<file path="src/rtl/bst_pkg.sv">
`default_nettype none
package bst_pkg;

  // Controller states of the test access port.
  typedef enum logic [3:0] {
    ST_RESET, ST_IDLE, ST_SEL_DR, ST_CAP_DR, ST_SHIFT_DR, ST_EXIT1_DR, ST_PAUSE_DR, ST_EXIT2_DR,
    ST_UPD_DR, ST_SEL_IR, ST_CAP_IR, ST_SHIFT_IR, ST_EXIT1_IR, ST_PAUSE_IR, ST_EXIT2_IR, ST_UPD_IR
  } bst_state_type;

  localparam int          CHAIN_LEN  = 158;
  localparam int          IR_LEN     = 3;
  localparam int          ID_LEN     = 32;
  localparam int          TMS_RESET_RISES = 5;

  // Instruction codes.
  localparam logic [2:0]  IR_EXTEST  = 3'h0;
  localparam logic [2:0]  IR_INTEST  = 3'h1;
  localparam logic [2:0]  IR_SAMPLE  = 3'h2;
  localparam logic [2:0]  IR_IDCODE  = 3'h3;
  localparam logic [2:0]  IR_BYPASS  = 3'h7;
  localparam logic [2:0]  IR_CAPTURE = 3'h1;

  // Cell values after reset, bit 157 nearest the serial input.
  localparam logic [157:0] CHAIN_INIT = {35'b00100_00_000_0_0_01_011_110_000_010_000_001_100, 123'h0};

  // Cells that watch a pin level (capture cells of inputs and two-way pins).
  localparam logic [157:0] IN_CELLS = {5'b11111, 2'b00, 3'b100, 1'b0, 1'b1, 2'b00, {16{3'b100}}, 2'b11,
    {2{3'b100}}, 16'h0000, {3{3'b100}}, 1'b1, 14'h0000, 3'b100, 14'h0000, {2{3'b100}}, 1'b1,
    {4{3'b100}}, 1'b0, 2'b11, 2'b00, 3'b100, 1'b1, 2'b00, 1'b0};

endpackage
`default_nettype wire

</file>
<file path="src/rtl/bst_tap_if.sv">
`timescale 1ns/100ps
`default_nettype none
// Carries the sampled test pins into the controller and its state back out.
interface bst_tap_if;
  import bst_pkg::*;
  logic          tck_rise;
  logic          tms;
  logic          trst_n;
  bst_state_type state;
  modport ctl  (input tck_rise, input tms, input trst_n, output state);
  modport user (output tck_rise, output tms, output trst_n, input state);
endinterface
`default_nettype wire

</file>
<file path="src/rtl/bst_tap_fsm.sv">
`timescale 1ns/100ps
`default_nettype none
module bst_tap_fsm (
  input  wire logic clk,
  input  wire logic rst_n,
  bst_tap_if.ctl    tap
);
  import bst_pkg::*;

  bst_state_type state_r;
  bst_state_type state_nxt;
  logic [2:0]    hi_cnt_r;
  logic [2:0]    hi_cnt_nxt;

  assign tap.state = state_r;

  ////////////////////////////////////////////////////////////////////////////////
  // Sixteen-state walk, advanced on a rising test clock edge; a low test reset forces reset without one.
  always_comb begin
    state_nxt = state_r;
    if (!tap.trst_n) begin
      state_nxt = ST_RESET;
    end else if (tap.tck_rise) begin
      case (state_r)
        ST_RESET:    state_nxt = tap.tms ? ST_RESET   : ST_IDLE;
        ST_IDLE:     state_nxt = tap.tms ? ST_SEL_DR  : ST_IDLE;
        ST_SEL_DR:   state_nxt = tap.tms ? ST_SEL_IR  : ST_CAP_DR;
        ST_CAP_DR:   state_nxt = tap.tms ? ST_EXIT1_DR : ST_SHIFT_DR;
        ST_SHIFT_DR: state_nxt = tap.tms ? ST_EXIT1_DR : ST_SHIFT_DR;
        ST_EXIT1_DR: state_nxt = tap.tms ? ST_UPD_DR  : ST_PAUSE_DR;
        ST_PAUSE_DR: state_nxt = tap.tms ? ST_EXIT2_DR : ST_PAUSE_DR;
        ST_EXIT2_DR: state_nxt = tap.tms ? ST_UPD_DR  : ST_SHIFT_DR;
        ST_UPD_DR:   state_nxt = tap.tms ? ST_SEL_DR  : ST_IDLE;
        ST_SEL_IR:   state_nxt = tap.tms ? ST_RESET   : ST_CAP_IR;
        ST_CAP_IR:   state_nxt = tap.tms ? ST_EXIT1_IR : ST_SHIFT_IR;
        ST_SHIFT_IR: state_nxt = tap.tms ? ST_EXIT1_IR : ST_SHIFT_IR;
        ST_EXIT1_IR: state_nxt = tap.tms ? ST_UPD_IR  : ST_PAUSE_IR;
        ST_PAUSE_IR: state_nxt = tap.tms ? ST_EXIT2_IR : ST_PAUSE_IR;
        ST_EXIT2_IR: state_nxt = tap.tms ? ST_UPD_IR  : ST_SHIFT_IR;
        ST_UPD_IR:   state_nxt = tap.tms ? ST_SEL_DR  : ST_IDLE;
        default:     state_nxt = ST_RESET;
      endcase
    end
  end

  always_ff @(posedge clk or negedge rst_n) begin
    if (!rst_n) begin
      state_r <= ST_RESET;
    end else begin
      state_r <= state_nxt;
    end
  end

  ////////////////////////////////////////////////////////////////////////////////
  // Helper count of consecutive rising edges with the mode select high.
  always_comb begin
    hi_cnt_nxt = hi_cnt_r;
    if (tap.tck_rise) begin
      hi_cnt_nxt = !tap.tms ? 3'h0 : (hi_cnt_r == 3'h7) ? hi_cnt_r : hi_cnt_r + 3'h1;
    end
  end

  always_ff @(posedge clk or negedge rst_n) begin
    if (!rst_n) begin
      hi_cnt_r <= 3'h0;
    end else begin
      hi_cnt_r <= hi_cnt_nxt;
    end
  end
endmodule
`default_nettype wire

</file>
<file path="src/rtl/bst_top.sv">
`timescale 1ns/100ps
`default_nettype none
// Behaviour
// - Boundary chain is one serial path of 158 cells from serial input to output.
// - Inputs use one cell, outputs two, two-way pins three cells.
// - Data bus bits seven and fifteen and some others use three cells.
// - All cells start at their constant value, also held on untested pin sides.
// - Tester shifts a three-bit instruction in, least significant bit first.
// - Codes 000 extest, 001 intest, 010 sample, 011 identify, others bypass.
// - Extest captures input pins and drives outputs from boundary values.
// - Extest shifts out captured vector while next shifts in, then updates outputs.
// - Capture of the instruction path loads code 001.
// - Sample takes a pin snapshot while the device runs normally.
// - Identify shifts out 32 bits: version, device code, maker code.
// - Test-logic-reset loads the identify instruction.
// - Bypass passes a bit through one single-stage register.
// - Sixteen-state standard controller steers the port.
// - Mode select held high returns the controller to reset.
// - Low test reset holds the controller in reset.
module bst_top #(
  parameter logic [3:0]  ID_VERSION = 4'h1,     // Arbitrary value.
  parameter logic [15:0] ID_DEVICE  = 16'h0A5C, // Arbitrary value.
  parameter logic [10:0] ID_MAKER   = 11'h155   // Arbitrary value.
) (
  input  wire logic                            MCLK,
  input  wire logic                            RST_N,
  input  wire logic                            TCK,
  input  wire logic                            TMS,
  input  wire logic                            TDI,
  input  wire logic                            TRST_N,
  input  wire logic [bst_pkg::CHAIN_LEN-1:0]   PAD_IN,
  input  wire logic [bst_pkg::CHAIN_LEN-1:0]   CORE_IN,
  output logic                                 TDO,
  output logic                                 TDO_OE,
  output logic [bst_pkg::CHAIN_LEN-1:0]        CELL_OUT,
  output logic                                 EXT_MODE,
  output logic                                 INT_MODE
);
  import bst_pkg::*;

  localparam logic [ID_LEN-1:0] ID_WORD = {ID_VERSION, ID_DEVICE, ID_MAKER, 1'b1};

  bst_tap_if tap ();

  logic [3:0]           sy1_r;
  logic [3:0]           sy2_r;
  logic                 tck_q_r;
  logic                 tck_fall;
  logic                 tdi_s;
  logic [CHAIN_LEN-1:0] pad_s1_r;
  logic [CHAIN_LEN-1:0] pad_s2_r;
  logic [IR_LEN-1:0]    ir_r;
  logic [IR_LEN-1:0]    ir_nxt;
  logic [IR_LEN-1:0]    ir_sh_r;
  logic [IR_LEN-1:0]    ir_sh_nxt;
  logic [CHAIN_LEN-1:0] bsr_r;
  logic [CHAIN_LEN-1:0] bsr_nxt;
  logic [CHAIN_LEN-1:0] upd_r;
  logic [CHAIN_LEN-1:0] upd_nxt;
  logic [CHAIN_LEN-1:0] cap_vec;
  logic [ID_LEN-1:0]    id_sh_r;
  logic [ID_LEN-1:0]    id_sh_nxt;
  logic                 bp_r;
  logic                 bp_nxt;
  logic                 tdo_nxt;
  logic                 oe_nxt;
  logic                 ext_nxt;
  logic                 int_nxt;
  logic                 dr_bit;
  logic                 in_shift;

  // Which data register a code selects; unknown codes fall back to bypass.
  function automatic logic [2:0] dr_sel(input logic [2:0] code);
    if (code == IR_EXTEST || code == IR_INTEST || code == IR_SAMPLE) begin
      dr_sel = IR_EXTEST;
    end else if (code == IR_IDCODE) begin
      dr_sel = IR_IDCODE;
    end else begin
      dr_sel = IR_BYPASS;
    end
  endfunction

  ////////////////////////////////////////////////////////////////////////////////
  // Two-stage synchronisers for the pins; the first stage feeds only the second.
  // The pad levels are synchronised too, since board lines move with no regard to MCLK.
  always_ff @(posedge MCLK or negedge RST_N) begin
    if (!RST_N) begin
      sy1_r    <= 4'h8;
      sy2_r    <= 4'h8;
      tck_q_r  <= 1'b0;
      pad_s1_r <= '0;
      pad_s2_r <= '0;
    end else begin
      sy1_r    <= {TRST_N, TCK, TMS, TDI};
      sy2_r    <= sy1_r;
      tck_q_r  <= sy2_r[2];
      pad_s1_r <= PAD_IN;
      pad_s2_r <= pad_s1_r;
    end
  end

  // Edges are seen on the synchronised clock, so all four pins stay aligned.
  assign tap.tck_rise = sy2_r[2] & ~tck_q_r;
  assign tck_fall     = ~sy2_r[2] & tck_q_r;
  assign tap.tms      = sy2_r[1];
  assign tap.trst_n   = sy2_r[3];
  assign tdi_s        = sy2_r[0];

  bst_tap_fsm u_fsm (
    .clk   (MCLK),
    .rst_n (RST_N),
    .tap   (tap)
  );

  ////////////////////////////////////////////////////////////////////////////////
  // Instruction path.
  always_comb begin
    ir_nxt    = ir_r;
    ir_sh_nxt = ir_sh_r;
    if (tap.state == ST_RESET) begin
      ir_nxt = IR_IDCODE;
    end
    if (tap.tck_rise) begin
      case (tap.state)
        ST_CAP_IR:   ir_sh_nxt = IR_CAPTURE;
        ST_SHIFT_IR: ir_sh_nxt = {tdi_s, ir_sh_r[IR_LEN-1:1]};
        ST_UPD_IR:   ir_nxt = ir_sh_r;
        default:     ir_sh_nxt = ir_sh_r;
      endcase
    end
  end

  always_ff @(posedge MCLK or negedge RST_N) begin
    if (!RST_N) begin
      ir_r    <= IR_IDCODE;
      ir_sh_r <= IR_CAPTURE;
    end else begin
      ir_r    <= ir_nxt;
      ir_sh_r <= ir_sh_nxt;
    end
  end

  ////////////////////////////////////////////////////////////////////////////////
  // Capture source per cell: pin cells watch the pads (extest, sample) or the update
  // latch (intest), drive cells watch what is driven (extest) or the core (intest, sample).
  always_comb begin
    if (ir_r == IR_EXTEST) begin
      cap_vec = (pad_s2_r & IN_CELLS) | (upd_r & ~IN_CELLS);
    end else if (ir_r == IR_INTEST) begin
      cap_vec = (upd_r & IN_CELLS) | (CORE_IN & ~IN_CELLS);
    end else begin
      cap_vec = (pad_s2_r & IN_CELLS) | (CORE_IN & ~IN_CELLS);
    end
  end

  // Data registers: boundary chain, its update latch, identification and bypass.
  always_comb begin
    bsr_nxt   = bsr_r;
    upd_nxt   = upd_r;
    id_sh_nxt = id_sh_r;
    bp_nxt    = bp_r;
    if (tap.state == ST_RESET) begin
      upd_nxt = CHAIN_INIT;
    end
    if (tap.tck_rise) begin
      case (tap.state)
        ST_CAP_DR: begin
          bsr_nxt   = (dr_sel(ir_r) == IR_EXTEST) ? cap_vec : bsr_r;
          id_sh_nxt = ID_WORD;
          bp_nxt    = 1'b0;
        end
        ST_SHIFT_DR: begin
          if (dr_sel(ir_r) == IR_EXTEST) begin
            bsr_nxt = {tdi_s, bsr_r[CHAIN_LEN-1:1]};
          end else if (dr_sel(ir_r) == IR_IDCODE) begin
            id_sh_nxt = {tdi_s, id_sh_r[ID_LEN-1:1]};
          end else begin
            bp_nxt = tdi_s;
          end
        end
        ST_UPD_DR: begin
          if (dr_sel(ir_r) == IR_EXTEST) begin
            upd_nxt = bsr_r;
          end
        end
        default: bp_nxt = bp_r;
      endcase
    end
  end

  always_ff @(posedge MCLK or negedge RST_N) begin
    if (!RST_N) begin
      bsr_r   <= CHAIN_INIT;
      upd_r   <= CHAIN_INIT;
      id_sh_r <= ID_WORD;
      bp_r    <= 1'b0;
    end else begin
      bsr_r   <= bsr_nxt;
      upd_r   <= upd_nxt;
      id_sh_r <= id_sh_nxt;
      bp_r    <= bp_nxt;
    end
  end

  ////////////////////////////////////////////////////////////////////////////////
  // Serial output moves on the falling edge, giving the tester half a period
  // of settled data before its own rising-edge sample.
  assign in_shift = (tap.state == ST_SHIFT_DR) || (tap.state == ST_SHIFT_IR);
  always_comb begin
    case (dr_sel(ir_r))
      IR_EXTEST: dr_bit = bsr_r[0];
      IR_IDCODE: dr_bit = id_sh_r[0];
      default:   dr_bit = bp_r;
    endcase
    tdo_nxt = TDO;
    oe_nxt  = TDO_OE;
    if (tck_fall) begin
      tdo_nxt = (tap.state == ST_SHIFT_IR) ? ir_sh_r[0] : dr_bit;
      oe_nxt  = in_shift;
    end
    ext_nxt = (ir_r == IR_EXTEST);
    int_nxt = (ir_r == IR_INTEST);
  end

  always_ff @(posedge MCLK or negedge RST_N) begin
    if (!RST_N) begin
      TDO      <= 1'b0;
      TDO_OE   <= 1'b0;
      CELL_OUT <= CHAIN_INIT;
      EXT_MODE <= 1'b0;
      INT_MODE <= 1'b0;
    end else begin
      TDO      <= tdo_nxt;
      TDO_OE   <= oe_nxt;
      CELL_OUT <= upd_r;
      EXT_MODE <= ext_nxt;
      INT_MODE <= int_nxt;
    end
  end
endmodule
`default_nettype wire

</file>
<file path="config.mk">
export PLATFORM = sky130hd
export DESIGN_NAME = bst_top
export DESIGN_NICKNAME = d
export VERILOG_FILES = /design/src/rtl/bst_pkg.sv /design/src/rtl/bst_tap_if.sv /design/src/rtl/bst_tap_fsm.sv /design/src/rtl/bst_top.sv
export SDC_FILE = /design/constraint.sdc
export NUM_CORES = 1
export LEC_CHECK = 0
export BUFFER_PORTS_ARGS = -buffer_cell sky130_fd_sc_hd__buf_2
export CORE_MARGIN = 4
export CORE_UTILIZATION = 55
export CTS_CLUSTER_DIAMETER = 60
export CTS_CLUSTER_SIZE = 20
export DETAILED_ROUTE_END_ITERATION = 6
export GPL_ROUTABILITY_DRIVEN = 0
export MAX_ROUTING_LAYER = met4
export PLACE_DENSITY = 0.8
export SKIP_LAST_GASP = 1
export SYNTH_ARGS = -nofsm -noshare
export SYNTH_HDL_FRONTEND = slang
export SYNTH_SLANG_ARGS = --single-unit
</file>
<file path="constraint.sdc">
create_clock -name MCLK -period 2.6 [get_ports MCLK]
set_input_delay 0.13 -clock MCLK [delete_from_list [all_inputs] [get_ports MCLK]]
set_output_delay 0.13 -clock MCLK [all_outputs]
set_load 0.02 [all_outputs]
</file>
# Word-level counts from Yosys, hierarchy flattened
# Index checks and enable logic that the tools add are counted.
word_totals:
  ff_bits: 846
  in_bits: 322
  word_cells: 115
  out_inout_bits: 162
classes:
  bitwise: 7
  n_reduce_logical: 18
  mux: 47
  n_eq_ne: 26
ops:
  columns: ["cell", "n"]
  rows:
  - ["$mux 158", 8]
  - ["$or 158x153->158", 3]
  - ["$pmux 158 s2", 1]
  - ["$mux 32", 2]
  - ["$pmux 32 s2", 1]
  - ["$mux 3", 16]
  - ["$pmux 4 s12", 1]
  - ["$eq 4x4->1 const B", 8]
  - ["$mux 4", 6]
  - ["$eq 4x3->1 const B", 4]
  - ["$logic_not 3->1", 5]
  - ["$eq 3x2->1 const B", 4]
  - ["$ne 2x2->1 const B", 6]
  - ["$reduce_and 4->1", 3]
  - ["$eq 4x2->1 const B", 2]
  - ["$mux 1", 6]
  - ["$mux 2", 3]
  - ["$pmux 3 s2", 1]
  - ["$eq 4x1->1 const B", 1]
  - ["$logic_not 4->1", 1]
  - ["$pmux 1 s2", 2]
  - ["$reduce_bool 2->1", 2]
  - ["$reduce_or 2->1", 2]
  - ["$eq 3x1->1 const B", 1]
  - ["5 further kinds", 9]

# Logic depth before layout (Yosys ltp)
logic_depth:
  word_depth: 14
  depth_mapped: 9
  mapped_depth_nobuf: 5

# By module
# From an unflattened synthesis, not the netlist that was laid out.
hier_totals:
  hier_cells: 2115
  hier_area_um2: 23777.8
modules_own_cells:
  columns: ["mod", "cells_each", "n_inst", "seq_area_each_um2", "area_per_inst_um2"]
  rows:
  - ["bst_top", 2066, 1, 15371.0, 23421.2]
  - ["bst_tap_fsm", 49, 1, 100.1, 356.6]

# Worst setup path before layout
# Ideal clock, no wire load.
synth_timing:
  path_type: "reg2reg"
  from: "register u_fsm.state_r[2] (netlist: u_fsm.tap.state[2])"
  to: "register bsr_r[100]"
  required_ps: 2477
  stages_incl_launch_ff: 9
  slack_ps: 664
  arrival_ps: 1812
  path_buffers: 4
  setup_ps: 123
  period_less_slack_ps: 1936
  path_cell_list: "dfrtp_1 buf_4 or3b_1 a2111o_1 buf_2 clkbuf_1 buf_2 nand2_1 o31ai_2"
synth_via:
  elab_chain_len: 3
  word_cells_on_any_way: 7
  classes_between: "4 x eq/ne; 1 x mux; 2 x reduce/logical"
synth_lines:
  columns: ["element", "line_no", "text"]
  rows:
  - ["from (decl)", "bst_tap_fsm.sv:10", "bst_state_type state_r;"]
  - ["from (signal assigned)", "bst_tap_fsm.sv:50", "state_r <= state_nxt;"]
  - ["$eq 4x3->1 / $eq 4x2->1 (equally long branches)", "bst_top.sv:166", "case (tap.state)"]
  - ["$ne 2x2->1 (no source line) / $reduce_bool 2->1 (equally long branches)", null, null]
  - ["$reduce_and 4->1 (no source line)", null, null]
  - ["to (signal assigned)", "bst_top.sv:198", "bsr_r <= bsr_nxt;"]
  - ["to (decl)", "bst_top.sv:56", "logic [CHAIN_LEN-1:0] bsr_r;"]
# Parallel ways exist; a longest one is shown, timed or not.
# A chain may end at the register's enable or synchronous reset.

# Final worst setup path
layout_timing:
  from: "register u_fsm.state_r[0] (netlist: u_fsm.tap.state[0])"
  to: "register bsr_r[75]"
# The elaborated chain is that of the path after synthesis.

==> flow_metrics.py <==
metrics = {
    "cells_and_area": {
        "multi_input_area_um2": 7527,
        "area_growth_pct": 22.04,
        "seqCellArea_um2": 15470,
        "drive_gt1_share_pct": 21.97,
        "design_area_um2": 29010,
        "fillCellCount": 2905,
        "nets": 2907,
    },
    "placed_design": {
        "placed_area_um2": 26020,
        "place_ws_ns": 0.3296,
        "placement.io_buffers": 325,
        "place_hpwl_um": 36170,
    },
    "timing": {
        "tightest_slew_ns": 0.9813,
        "finalSetupViolCount": 0,
        "max-slew-margin-rel_pct": 34.58,
        "slew_violations": 0,
        "skew_ns": 0.03822,
        "period_minus_slack_ns": 2.447,
        "min_period_over_period_pct": 94.13,
        "grt_setup_unrepaired": "false",
        "hold_viol_final": 0,
        "setup_tns_ns": 0,
        "fin_ws_ns": 0.1525,
        "timing.fmax_ghz": 0.4086,
    },
    "pwr": {
        "vdd_drop_max_v": 0.0005641,
        "leakage_nw": 15.34,
        "switching_share_pct": 22.97,
        "p_per_area_nw_per_um2": 604.3,
        "p_clk_share_pct": 38.7,
        "p_comb_share_pct": 5.4,
        "intPower_mw": 13.50,
        "share_seq_of_total_power_pct": 55.9,
        "netSwitchingPower_mw": 4.028,
    },
    "floorplan": {
        "start_util_pct": 56.17,
        "die_y_um": 215.9,
        "io_pins": 484,
        "die_w_um": 215.9,
        "std_cell_rows": 75,
        "coreArea_um2": 42320,
        "die_area_um2": 46610,
    },
    "yosys": {
        "synth_ff_type": "dfrtp_1",
        "synth_edf_count": 0,
        "async_flop_share_pct": 100.0,
        "syn_inst": 2177,
        "yosys.area.top_type_share_pct": 60.11,
        "synth-seq-area-share_pct": 65.08,
        "syn_area_um2": 23770,
        "ys_ff_latch": 616,
        "synth_top_area_cell": "dfrtp_1",
        "syn_avg_cell_area_um2": 10.92,
        "synth_warnings": 0,
        "syn_nets": 2499,
        "yosysUniqueCellTypes": 49,
        "synth.top_cells.by_area": "dfrtp_1 60%, nand2_1 8.4%, dfstp_2 5.0%",
    },
    "clocking": {
        "clock_sinks": 616,
        "post_cts_buffers": 0,
        "htreeDepth": 2,
        "clk_latency_ns": 0.59,
        "cts_resized": 0,
        "cts_tree": "done",
        "cts.reportedPaths.clkPinSlew_ns": 0.08,
        "cts-buffers-inserted": 42,
        "root_buffer": "clkbuf_16",
        "ctsHoldBuffers": 163,
        "ctsLongestPathBuffers": 3,
    },
    "status": {
        "status": "finished, final reports clean",
    },
    "worst_setup_path": {
        "r2r-end": "bsr_r[75]",
        "critPathArrivalTime_ns": 2.87,
        "r2r_setup_slack_ns": 0.15,
        "path_max_fanout": 156,
        "critPathRequiredTime_ns": 3.03,
        "worstSetupStartpointType": "flop",
        "path_class": "reg -> reg",
        "crit_path_end_kind": "flop",
        "r2r_cells": 5,
        "r2r-start": "u_fsm.tap.state[0]",
    },
    "job": {
        "max_cap_violations": 0,
    },
    "routing": {
        "detail_route.wl_per_cell_um": 20.20,
        "wirelength_um": 64500,
        "via_count": 18660,
        "ant_nets": 0,
        "drt_iter0_markers": 2017,
        "drc_errors": 0,
        "firstDrtPassIters": 5,
        "vias_per_cell": 5.845,
    },
    "grt": {
        "gr-total-overflow": 0,
        "grt_pass1_wl_um": 103500,
        "antenna_found_initial": 3,
        "grt_max_degree": 161,
        "first_global_vias": 18840,
        "track_usage_pct": 28.08,
    },
    "hold_path": {
        "hold_path_class": "in -> async",
    },
}
[power by group through the flow]
stage | Sequential (mW) | Clock (mW) | Combinational, mW
floorplan | 9.97 | 0 | 0.287
global route | 9.81 | 7.28 | 1.04
global placement | 9.98 | 0 | 0.735
detailed placement | 9.99 | 0 | 0.753
CTS | 9.80 | 6.88 | 0.952
finish | 9.80 | 6.78 | 0.955
[placed cells by master, fill, tap and decap left out, drive strengths merged, types with 5 or more instances in the layout]
cell,count
a22o,19
o22a,13
nand2,533
nor3,5
a21oi,164
o2bb2ai,49
nor2,118
dlygate4sd3,163
clkbuf,56
dfrtp,571
nor2b,5
inv,13
nand3,154
o21ai,70
clkinv,8
o31ai,109
dfstp,45
a21o,110
buf,371
[area by class of cell]
| cell class | instances | area share (%) |
|---|---|---|
| tap | 577 | 2.488 |
| sequential | 616 | 53.33 |
| multi-input combinational | 1384 | 25.95 |
| inverter | 7 | 0.09919 |
| timing repair buffer | 534 | 13.45 |
| clock buffer | 56 | 4.015 |
| clock inverter | 16 | 0.6512 |
| antenna | 3 | 0.02588 |
[through the flow]
stage / power, mW / hold slack, ns / util, % / instances
after floorplan: 10.25 / -0.1656 / - / 2177
after global placement: 10.71 / 0.1574 / 61.48 / 2955
after detailed placement: 10.74 / 0.1527 / 61.48 / 2955
after CTS: 17.63 / 0.1297 / 68.53 / 3190
after global routing: 18.14 / 0.1596 / 68.55 / 3193
final: 17.53 / 0.1324 / 68.55 / 3193
[kinds of logic after synthesis]
family / share of synthesized area (%)
AOI/OAI and AO/OA: 17.15
muxes: 0.08948
buffers and inverters: 3.400
and+or+nand+nor: 14.28
DFF: 65.08
[cell usage after synthesis, drive strengths merged (2+ instances only)]
cell type	instances
dfrtp	571
dfstp	45
o21ai	70
clkbuf	90
nand2	533
o2bb2ai	49
nor2	118
o31ai	109
buf	80
nand3	154
o221a	2
a31oi	4
o22a	13
or3b	2
nand2b	2
nand4	3
o22ai	2
inv	6
o21a	3
nor3	5
a22o	19
a21o	110
nor2b	5
a21oi	164
[metal layers]
layer,vias to the layer above,global-route usage (%),routed length [um]
met5,-,-,0
met4,0,11.93,2760
met3,185,4.698,4914
met2,937,43.31,31100
met1,9337,37.51,25730
li1,8205,-,-
[flip-flops by register name (all words and copies together) (netlist names), 3 cells and up]
signal,flops
sy2_r,4
pad_s1_r,43
sy1_r,4
ir_sh_r,3
CELL_OUT,158
bsr_r,158
upd_r,158
pad_s2_r,43
ir_r,3
id_sh_r,32
u_fsm.tap.state,4
[worst max-delay path, stage by stage, from the launching register on]
cell	delay [ns]
dfrtp_1	0.48
or3b_1	0.44
a2111o_2	0.50
buf_12	0.24
nand2_1	0.30
o31ai_2	0.11
[worst max-delay path by stage]
| stage | slack (ns) | cells past startpoint | end | startpoint |
|---|---|---|---|---|
| global route | 0.10 | 5 | bsr_r[155] | u_fsm.tap.state[3] |
| finish | 0.15 | 5 | bsr_r[75] | u_fsm.tap.state[0] |
| global placement | 0.40 | 5 | bsr_r[99] | u_fsm.tap.state[3] |
| CTS | 0.30 | 5 | bsr_r[141] | u_fsm.tap.state[3] |
| floorplan | 0.66 | 8 | bsr_r[100] | u_fsm.tap.state[2] |
| detailed placement | 0.33 | 5 | bsr_r[92] | u_fsm.tap.state[3] |
Power figures use the tool's default switching activity.
